==> src/core/aap_defs.vh <==
`ifndef AAP_DEFS_VH
`define AAP_DEFS_VH

// Portion select codes for a move
`define AAP_PORT_WHOLE 2'h0
`define AAP_PORT_EXT 2'h1
`define AAP_PORT_UPPER 2'h2
`define AAP_PORT_LOWER 2'h3

// Field positions inside a 36-bit accumulator
`define AAP_EXT_MSB 35
`define AAP_EXT_LSB 32
`define AAP_UPPER_MSB 31
`define AAP_UPPER_LSB 16
`define AAP_LOWER_MSB 15
`define AAP_LOWER_LSB 0

// Full-scale values of the data limiter
`define AAP_POS_FULL16 16'h7FFF
`define AAP_NEG_FULL16 16'h8000

// Full-scale values of the output limiter
`define AAP_POS_FULL36 36'h07FFFFFFF
`define AAP_NEG_FULL36 36'hF80000000

// Reset values
`define AAP_ACC_RST 36'h000000000
`define AAP_WORD_RST 16'h0000

`endif

==> src/core/aap_core.v <==
// Functional notes
// - Optional data limiting on moves out
// - Output limiter saturates arithmetic results
// - Whole write: upper word, extend, clear lower
// - Whole read: upper word or limited value
// - Arithmetic source gets all 36 bits
// - Extension write keeps four low bits
// - Extension read sign-extends into bits 15-4
// - Upper word read unlimited, arithmetic source
// - Upper word write leaves others alone
// - Lower word access leaves others alone
// - Parallel and bit-field moves behave identically
// - Only whole-accumulator stores and word transfers are data limited
// - Word-to-accumulator arithmetic writes sign-extended
// - Move copies word; full transfer copies bits
// - No extension on single word writes
// - Limiting yields full scale, source unchanged
// - Limiting sets a latched flag
`timescale 1ns/100ps
`include "aap_defs.vh"

module aap_core (
	// Clock and reset
	input wire CLOCK,
	input wire RSTN,
	// Move request from the data bus side
	input wire MV_VALID,
	input wire MV_WRITE,
	input wire MV_ACC,
	input wire [1:0] MV_PORTION,
	input wire [15:0] MV_WDATA,
	// Data limiter enable for whole reads and word transfers
	input wire DL_EN,
	// Accumulator to accumulator transfer
	input wire XFER_VALID,
	input wire XFER_DST,
	input wire XFER_FULL,
	// Arithmetic result from the multiply-accumulate unit
	input wire MAC_VALID,
	input wire MAC_DST,
	input wire [35:0] MAC_RESULT,
	input wire MAC_LIMIT_EN,
	// Limit flag clear
	input wire LIMIT_CLR,
	// Read answer onto the data bus
	output wire [15:0] MV_RDATA,
	output wire MV_RVALID,
	// Accumulators toward the multiply-accumulate unit
	output wire [35:0] ACC_A,
	output wire [35:0] ACC_B,
	// Latched limit flag
	output wire LIMIT_FLAG
);

	// Extension holds significant bits
	function ext_used;
		input [35:0] acc;
		begin
			ext_used = ~((&acc[35:31]) | ~(|acc[35:31]));
		end
	endfunction

	// Full-scale word chosen by sign
	function [15:0] full16;
		input [35:0] acc;
		begin
			full16 = acc[`AAP_EXT_MSB] ? `AAP_NEG_FULL16 : `AAP_POS_FULL16;
		end
	endfunction

	// Word loaded into a whole accumulator
	function [35:0] word_to_acc;
		input [15:0] w;
		begin
			word_to_acc = {{4{w[15]}}, w, 16'h0000};
		end
	endfunction

	// Accumulator storage views, index 0 is A, 1 is B
	wire [35:0] acc_q [0:1];
	// Read answer registers
	reg [15:0] rdata_q;
	reg rvalid_q;
	// Sticky limit flag
	reg limit_q;

	// Selected move source
	wire [35:0] mv_src;
	// Transfer source is the other accumulator
	wire [35:0] xf_src;
	// Limiting events of this cycle
	wire mv_lim;
	wire xf_lim;
	wire mac_lim;
	// Limited transfer word
	wire [15:0] xf_word;
	// Output limiter result
	wire [35:0] mac_val;
	// Read word for the bus
	reg [15:0] rd_d;

	assign mv_src = acc_q[MV_ACC];
	assign xf_src = acc_q[~XFER_DST];

	// Move limiting applies to whole reads only; transfer and arithmetic limiting have their own terms
	assign mv_lim = MV_VALID & ~MV_WRITE & (MV_PORTION == `AAP_PORT_WHOLE)
		& DL_EN & ext_used(mv_src);
	assign xf_lim = XFER_VALID & ~XFER_FULL & DL_EN & ext_used(xf_src);
	assign mac_lim = MAC_VALID & MAC_LIMIT_EN & ext_used(MAC_RESULT);

	// Transfer word, limited when the extension is in use
	assign xf_word = xf_lim ? full16(xf_src) : xf_src[`AAP_UPPER_MSB:`AAP_UPPER_LSB];

	// Output limiter saturates to the 32-bit range
	assign mac_val = mac_lim ? (MAC_RESULT[35] ? `AAP_NEG_FULL36 : `AAP_POS_FULL36)
		: MAC_RESULT;

	// Read data selection by portion
	always @* begin
		case (MV_PORTION)
			`AAP_PORT_WHOLE: begin
				if (mv_lim) begin
					rd_d = full16(mv_src);
				end else begin
					rd_d = mv_src[`AAP_UPPER_MSB:`AAP_UPPER_LSB];
				end
			end
			`AAP_PORT_EXT: begin
				rd_d = {{12{mv_src[`AAP_EXT_MSB]}},
					mv_src[`AAP_EXT_MSB:`AAP_EXT_LSB]};
			end
			`AAP_PORT_UPPER: begin
				rd_d = mv_src[`AAP_UPPER_MSB:`AAP_UPPER_LSB];
			end
			`AAP_PORT_LOWER: begin
				rd_d = mv_src[`AAP_LOWER_MSB:`AAP_LOWER_LSB];
			end
			default: begin
				rd_d = `AAP_WORD_RST;
			end
		endcase
	end

	// Per-accumulator update; arithmetic beats transfer beats move
	genvar gi;
	generate
		for (gi = 0; gi < 2; gi = gi + 1) begin : g_acc
			wire mac_hit;
			wire xf_hit;
			wire mv_hit;
			// Storage of this accumulator, one driving process each
			reg [35:0] cell_q;
			// Index compare kept one bit wide
			assign mac_hit = MAC_VALID & (MAC_DST == (gi != 0));
			assign xf_hit = XFER_VALID & (XFER_DST == (gi != 0));
			assign mv_hit = MV_VALID & MV_WRITE & (MV_ACC == (gi != 0));
			assign acc_q[gi] = cell_q;

			// Accumulator register
			always @(posedge CLOCK or negedge RSTN) begin
				if (!RSTN) begin
					cell_q <= `AAP_ACC_RST;
				end else if (mac_hit) begin
					cell_q <= mac_val;
				end else if (xf_hit) begin
					if (XFER_FULL) begin
						cell_q <= xf_src;
					end else begin
						cell_q <= word_to_acc(xf_word);
					end
				end else if (mv_hit) begin
					// Same handling for plain, parallel and bit-field moves
					case (MV_PORTION)
						`AAP_PORT_WHOLE: begin
							cell_q <= word_to_acc(MV_WDATA);
						end
						`AAP_PORT_EXT: begin
							cell_q[`AAP_EXT_MSB:`AAP_EXT_LSB] <= MV_WDATA[3:0];
						end
						`AAP_PORT_UPPER: begin
							cell_q[`AAP_UPPER_MSB:`AAP_UPPER_LSB] <= MV_WDATA;
						end
						`AAP_PORT_LOWER: begin
							cell_q[`AAP_LOWER_MSB:`AAP_LOWER_LSB] <= MV_WDATA;
						end
						default: begin
							cell_q <= cell_q;
						end
					endcase
				end
			end
		end
	endgenerate

	// Read answer, one cycle after the request
	always @(posedge CLOCK or negedge RSTN) begin
		if (!RSTN) begin
			rdata_q <= `AAP_WORD_RST;
			rvalid_q <= 1'b0;
		end else begin
			rvalid_q <= MV_VALID & ~MV_WRITE;
			if (MV_VALID & ~MV_WRITE) begin
				rdata_q <= rd_d;
			end
		end
	end

	// Limit flag, a new event wins over clear
	always @(posedge CLOCK or negedge RSTN) begin
		if (!RSTN) begin
			limit_q <= 1'b0;
		end else if (mv_lim | xf_lim | mac_lim) begin
			limit_q <= 1'b1;
		end else if (LIMIT_CLR) begin
			limit_q <= 1'b0;
		end
	end

	// Outputs straight from flip-flops
	assign MV_RDATA = rdata_q;
	assign MV_RVALID = rvalid_q;
	assign ACC_A = acc_q[0];
	assign ACC_B = acc_q[1];
	assign LIMIT_FLAG = limit_q;

endmodule

==> config.mk <==
export PLATFORM = sky130hd
export DESIGN_NAME = aap_core
export DESIGN_NICKNAME = d
export VERILOG_FILES = /design/src/core/aap_core.v
export VERILOG_INCLUDE_DIRS = /design/src /design/src/core
export SDC_FILE = /design/constraint.sdc
export NUM_CORES = 1
export LEC_CHECK = 0
export BUFFER_PORTS_ARGS = -buffer_cell sky130_fd_sc_hd__buf_2
export CORE_MARGIN = 3
export CORE_UTILIZATION = 54
export DETAILED_ROUTE_END_ITERATION = 12
export PLACE_DENSITY = 0.9
export REMOVE_ABC_BUFFERS = 1
export SYNTH_ARGS = -nofsm -noshare
export SYNTH_HDL_FRONTEND = slang
export SYNTH_SLANG_ARGS = --single-unit
==> constraint.sdc <==
create_clock -name CLOCK -period 2.9 [get_ports CLOCK]
set_clock_uncertainty 0.05 [all_clocks]
set_input_delay 0.145 -clock CLOCK [delete_from_list [all_inputs] [get_ports CLOCK]]
set_output_delay 0.145 -clock CLOCK [all_outputs]
set_load 0.05 [all_outputs]
==> run_results.csv, run 1 <==
group,metric,value,unit
power,swShare,0.461,
power,internal-power,2.75,mW
run_status,outcome,"finished, final reports clean",
placed_design,dp.cells,968,
sta,rsz0062_at_grt,"no",
critical_path,cp_data_arrival_time,2730,ps
min_path,hp-class,"primary input to flop",
critical_path,cp.required,3060,ps
critical_path,worstPathMaxFanout,15,
logic_synthesis,ys_types,59,
routing,wl_per_cell,23.2,um
flow_run,maxCapViolations,0,
power,p_sw,2.35,mW
sta,period_share,0.888,
routing,drtPass1Iterations,7,
sta,worst_slew_pin_slew,1330,ps
logic_synthesis,synth-edff-count,0,
placed_design,dp_slack,480,ps
placed_design,port_buffers,156,
critical_path,worst_setup_path_start_kind,"flop",
power,peakVddDrop,0.000411,V
logic_synthesis,ys_ff_latch,90,
die,die_h,114,um
routing,avgViaCountPerCell,7.11,
cts,clk_pin_slew_worst_paths,70,ps
placed_design,dp_hpwl,16000,um
final_layout,area_growth,18.2,%
logic_synthesis,synth_cells,717,
power,powerDensity,691,nW/um^2
routing,postRouteAntennaNets,0,
logic_synthesis,synthFlopType,"dfrtp_1",
critical_path,critPathCaptureType,"flop",
logic_synthesis,mappedNetlistArea,6250,um^2
cts,insertion_delay,350,ps
power,leakage,3.19,nW
cts,cts_made_buffers,9,
routing,wl,22800,um
die,io_pins,157,
final_layout,fin_cells,985,
die,die_w,114,um
placed_design,dpl-instance-area,7080,um^2
power,power.share.clock,0.236,
sta,finalMaxSlewViolations,0,
global_route,grt_pass1_vias,6377,
sta,setup_viol,0,
power,comb_power_share,0.415,
logic_synthesis,seq_area_frac_synth,0.360,
final_layout,nets,907,
final_layout,drive_gt1_frac,0.284,
global_route,grt_usage,0.346,
die,core-area,11100,um^2
global_route,overflow,0,
critical_path,path_class,"flop to flop",
final_layout,final_area,7390,um^2
logic_synthesis,async_reset_ff_frac,1.00,
cts,cts_tree,"done",
die,num_rows,38,
die,initial_utilization,0.564,
routing,vias,7004,
power,p_total,5.11,mW
sta,final.setup.tns,0,ps
cts,cts.htree.levels,3,
logic_synthesis,yosysWarnings,0,
sta,hold_viol,0,
placed_design,place.gp.congestion,1.01,
sta,slew-limit-headroom,0.108,
sta,min_period,2580,ps
sta,setup_slack,324,ps
cts,root_buffer,"clkbuf_16",
cts,clk_path_buf_depth,2,
final_layout,diodes,0,
power,seqPwrFrac,0.348,
global_route,antenna_found_initial,0,
cts,cts.sinks,90,
die,die-area,12900,um^2
cts,cts_setup_buffers,0,
sta,fmax,0.388,GHz
global_route,grt_max_degree,56,
logic_synthesis,syn_avg_cell_area,8.72,um^2
global_route,grt_pass1_wl,35100,um
routing,initialDrtViolationCount,1270,
routing,drc,0,
power by group through the flow:
stage               clock (mW)  sequential, mW  combinational, mW
finish                    1.21            1.78               2.12
global route              1.25            1.80               2.22
CTS                       1.20            1.76               2.09
detailed placement           0            1.78               2.07
global placement             0            1.77               2.04
floorplan                    0            2.49              0.676
Yosys cell counts (6+ instances only):
library cell,count,share of area
dfrtp_1,90,0.36
nor2_1,74,0.044
nand2b_1,6,0.0060
a211oi_1,7,0.0084
a211oi_2,7,0.014
a221oi_1,28,0.039
a31oi_1,9,0.0090
a21oi_1,90,0.072
mux4_2,10,0.036
inv_1,8,0.0048
a2bb2oi_1,15,0.021
nor3_1,10,0.0080
or3_1,14,0.014
a32oi_1,16,0.022
a211o_1,7,0.0098
o22ai_1,49,0.049
o21ai_0,39,0.031
o221ai_1,6,0.0084
buf_2,14,0.011
mux2_2,11,0.020
nor2b_1,9,0.0090
mux2i_1,34,0.054
nand2_1,45,0.027
clkbuf_1,50,0.030
final cells by class:
| class | count | area, um^2 |
|---|---|---|
| timing repair buffer | 184 | 996 |
| multi-input combinational | 547 | 3640 |
| inverter | 8 | 30.0 |
| sequential | 90 | 2250 |
| clock inverter | 5 | 61.3 |
| tap | 140 | 175 |
| clock buffer | 11 | 233 |
| fill | 900 | 3690 |
metal layers:
metal  share of wire  up-vias  global-route usage
met5               0        -                   0
met4           0.050        0               0.135
met3            0.15      135               0.107
met2            0.44      612               0.518
met1            0.36     3228               0.472
li1                -     3029                   -
flip-flops by register name (all words and copies together), names as in the netlist:
signal / flops
ACC_A: 36
ACC_B: 36
LIMIT_FLAG: 1
MV_RDATA: 16
MV_RVALID: 1
layout by cell type, fill, tap and decap left out, drive strengths merged, types with 3 or more instances in the layout:
cell,synthesis,layout
nor2,74,74
nand3,4,4
a31oi,9,9
inv,8,10
o21ai,46,46
o211ai,5,5
a221oi,28,28
or4,3,3
mux2,11,11
a2bb2oi,15,15
nor2b,9,9
nor3,12,12
mux4,10,10
a211o,7,7
o41ai,4,4
buf,21,183
nand2b,6,6
a21oi,90,90
a211oi,14,14
and2,6,6
o221ai,6,6
and3,6,6
dfrtp,90,90
a32oi,17,17
nand2,45,45
o2bb2ai,3,3
mux2i,34,34
o22ai,49,49
nand4,4,4
or3,14,14
clkbuf,51,11
per-stage QoR:
| stage | hold WS (ps) | utilization |
|---|---|---|
| detailed placement | 176 | 0.639 |
| global placement | 178 | 0.639 |
| floorplan | -201 | - |
| finish | 37.0 | 0.667 |
| CTS | 36.5 | 0.667 |
| global route | 56.4 | 0.667 |
what timing repair did:
action	4_1_cts	5_1_grt
hold endpoints to repair	53	0
hold buffers	1	0
gates resized for setup	0	0
worst max-delay path: stages, from the launching register on:
cell and delay, ps:
dfrtp_1 470, or4_1 610, mux2i_1 260, o21ai_1 450
o22ai_1 440, o22ai_1 140
final timing paths:
| check | startpoint | endpoint | slack, ps | cells past startpoint |
|---|---|---|---|---|
| hold / removal | MAC_RESULT[19] | ACC_B[19] | 40 | 3 |
| setup reg to reg | ACC_A[31] | ACC_A[29] | 320 | 5 |
| setup / recovery | ACC_A[31] | ACC_A[29] | 320 | 5 |
| max in group asynchronous | RSTN | ACC_A[1] | 1720 | 3 |
| hold reg to reg | MV_RDATA[6] | MV_RDATA[6] | 430 | 2 |
| min in group asynchronous | RSTN | ACC_B[0] | 340 | 2 |
kinds of logic after synthesis:
family,count (synthesis),share of synthesized area
compound gates,303,0.327
buf+inv,80,0.0593
mux,55,0.110
simple gates,188,0.142
flops,90,0.360
xor+xnor,1,0.00140
Note: power is estimated with default switching activity, not from simulation.
==> inputs of run 2 (changes only) <==
- CORE_MARGIN: 3 -> default
- CORE_UTILIZATION: 54 -> 43
- CTS_BUF_LIST: default -> sky130_fd_sc_hd__clkbuf_4
- PLACE_DENSITY: 0.9 -> 0.76
==> run_results.csv, run 2 (synthesis gave the netlist of run 1 again) <==
group,metric,value,unit
sta,slew-limit-headroom,0.160,
cts,cts_tree,"done",
critical_path,cp_data_arrival_time,2770,ps
global_route,grt_usage,0.315,
power,peakVddDrop,0.000243,V
die,die-area,15000,um^2
sta,fmax,0.402,GHz
min_path,hp-class,"primary input to flop",
routing,top_layer,"met4",
final_layout,layout_commonest_cell,"buf_2",
die,core-area,14000,um^2
routing,wl_per_cell,22.0,um
routing,initialDrtViolationCount,818,
cts,cts.sinks,90,
cts,cts_resized,0,
sta,finalMaxSlewViolations,0,
routing,route.met3.wl,2810,um
sta,final.setup.tns,0,ps
cts,clk_pin_slew_worst_paths,150,ps
cts,clk_path_buf_depth,2,
routing,drc,0,
sta,min_period,2480,ps
critical_path,critPathCaptureType,"flop",
power,p_total,4.60,mW
routing,m1WireLength,8890,um
sta,rsz0062_at_grt,"no",
critical_path,crit_path_top_delay_cell,"or4_1",
final_layout,drive_gt1_frac,0.275,
routing,avgViaCountPerCell,6.47,
placed_design,place.gp.congestion,0.998,
routing,drtPass1Iterations,8,
die,die_w,123,um
sta,setup_viol,0,
cts,root_buffer,"clkbuf_4",
critical_path,path_class,"flop to flop",
die,num_rows,43,
placed_design,dp_hpwl,16500,um
cts,cts_setup_buffers,0,
global_route,overflow,0,
placed_design,dpl-instance-area,7150,um^2
routing,vias,6846,
routing,postRouteAntennaNets,0,
critical_path,cp.required,3190,ps
global_route,antenna_found_initial,1,
final_layout,final_area,7620,um^2
global_route,grt_pass1_wl,36100,um
global_route,grt_pass1_vias,6448,
cts,cts.htree.levels,3,
critical_path,cpMostUsedCell,"o22ai_1",
flow_run,maxCapViolations,0,
cts,insertion_delay,480,ps
die,die_h,123,um
critical_path,worst_path_largest_cell_delay,590,ps
routing,wl_met2,10600,um
critical_path,path_cells,"or4_1 -> mux2i_1 -> o21ai_1 -> o22ai_1 -> o22ai_1",
global_route,grt_max_degree,83,
routing,wl,23200,um
sta,whs,12.9,ps
power,leakage,3.25,nW
final_layout,layout_common_cells,"155 x buf_2, 90 x dfrtp_1, 90 x a21oi_1",
die,initial_utilization,0.445,
run_status,outcome,"finished, final reports clean",
die,io_pins,157,
critical_path,worst_setup_path_start_kind,"flop",
final_layout,nets,939,
placed_design,port_buffers,156,
critical_path,worstPathMaxFanout,15,
final_layout,area_growth,21.9,%
sta,period_share,0.857,
sta,worst_slew_pin_slew,1250,ps
sta,hold_viol,0,
power,powerDensity,604,nW/um^2
cts,cts_made_buffers,9,
==> run 2: repair_timing <==
| item | CTS | global route |
|---|---|---|
| endpoints found under the hold margin | 148 | 0 |
| setup endpoints to repair | 0 | 0 |
| hold buffers | 34 | 0 |
==> run 2: where the power goes <==
part	total, mW	switching [mW]	internal (mW)
combinational	2.14	1.51	0.631
sequential	1.78	0.305	1.47
clock	0.679	0.496	0.183
total	4.60	2.31	2.29
==> run 2: critical path, delay by kind of cell, from the launching register on <==
| kind | cells | cell delay [ps] |
|---|---|---|
| AOI/OAI and AO/OA | 3 | 940 |
| muxes | 1 | 250 |
| DFF | 1 | 510 |
| and+or+nand+nor | 1 | 590 |
==> run 2: routing by layer <==
layer  vias up  global-route usage
li1       3087                   -
met1      3128               0.433
met2       532               0.476
met3        99              0.0618
met4         0               0.151
met5         -                   0
==> run 2: cell type report <==
class	count	area (um^2)
Tap cell	180	225
Clock inverter	7	53.8
Sequential cell	90	2250
Antenna cell	1	2.50
Multi-Input combinational cell	547	3650
Clock buffer	9	67.6
Timing Repair Buffer	216	1330
Inverter	8	30.0
Fill cell	1307	6430
==> run 2: per-stage QoR <==
| step | util | cells | setup slack [ps] |
|---|---|---|---|
| after global routing | 0.542 | 1058 | 225 |
| final | 0.542 | 1058 | 415 |
| after detailed placement | 0.509 | 1007 | 505 |
| after floorplan | - | 645 | 240 |
| after CTS | 0.542 | 1057 | 478 |
| after global placement | 0.509 | 1007 | 556 |
==> run 2: worst paths after layout <==
check / slack [ps] / startpoint / end / cells past startpoint
setup / recovery: 420 / ACC_A[31] / ACC_A[29] / 5
min in group asynchronous: 150 / RSTN / ACC_B[35] / 3
setup reg to reg: 420 / ACC_A[31] / ACC_A[29] / 5
hold reg to reg: 440 / MV_RDATA[13] / MV_RDATA[13] / 2
max in group asynchronous: 1890 / RSTN / ACC_A[32] / 3
hold / removal: 10 / MAC_RESULT[4] / ACC_B[4] / 4
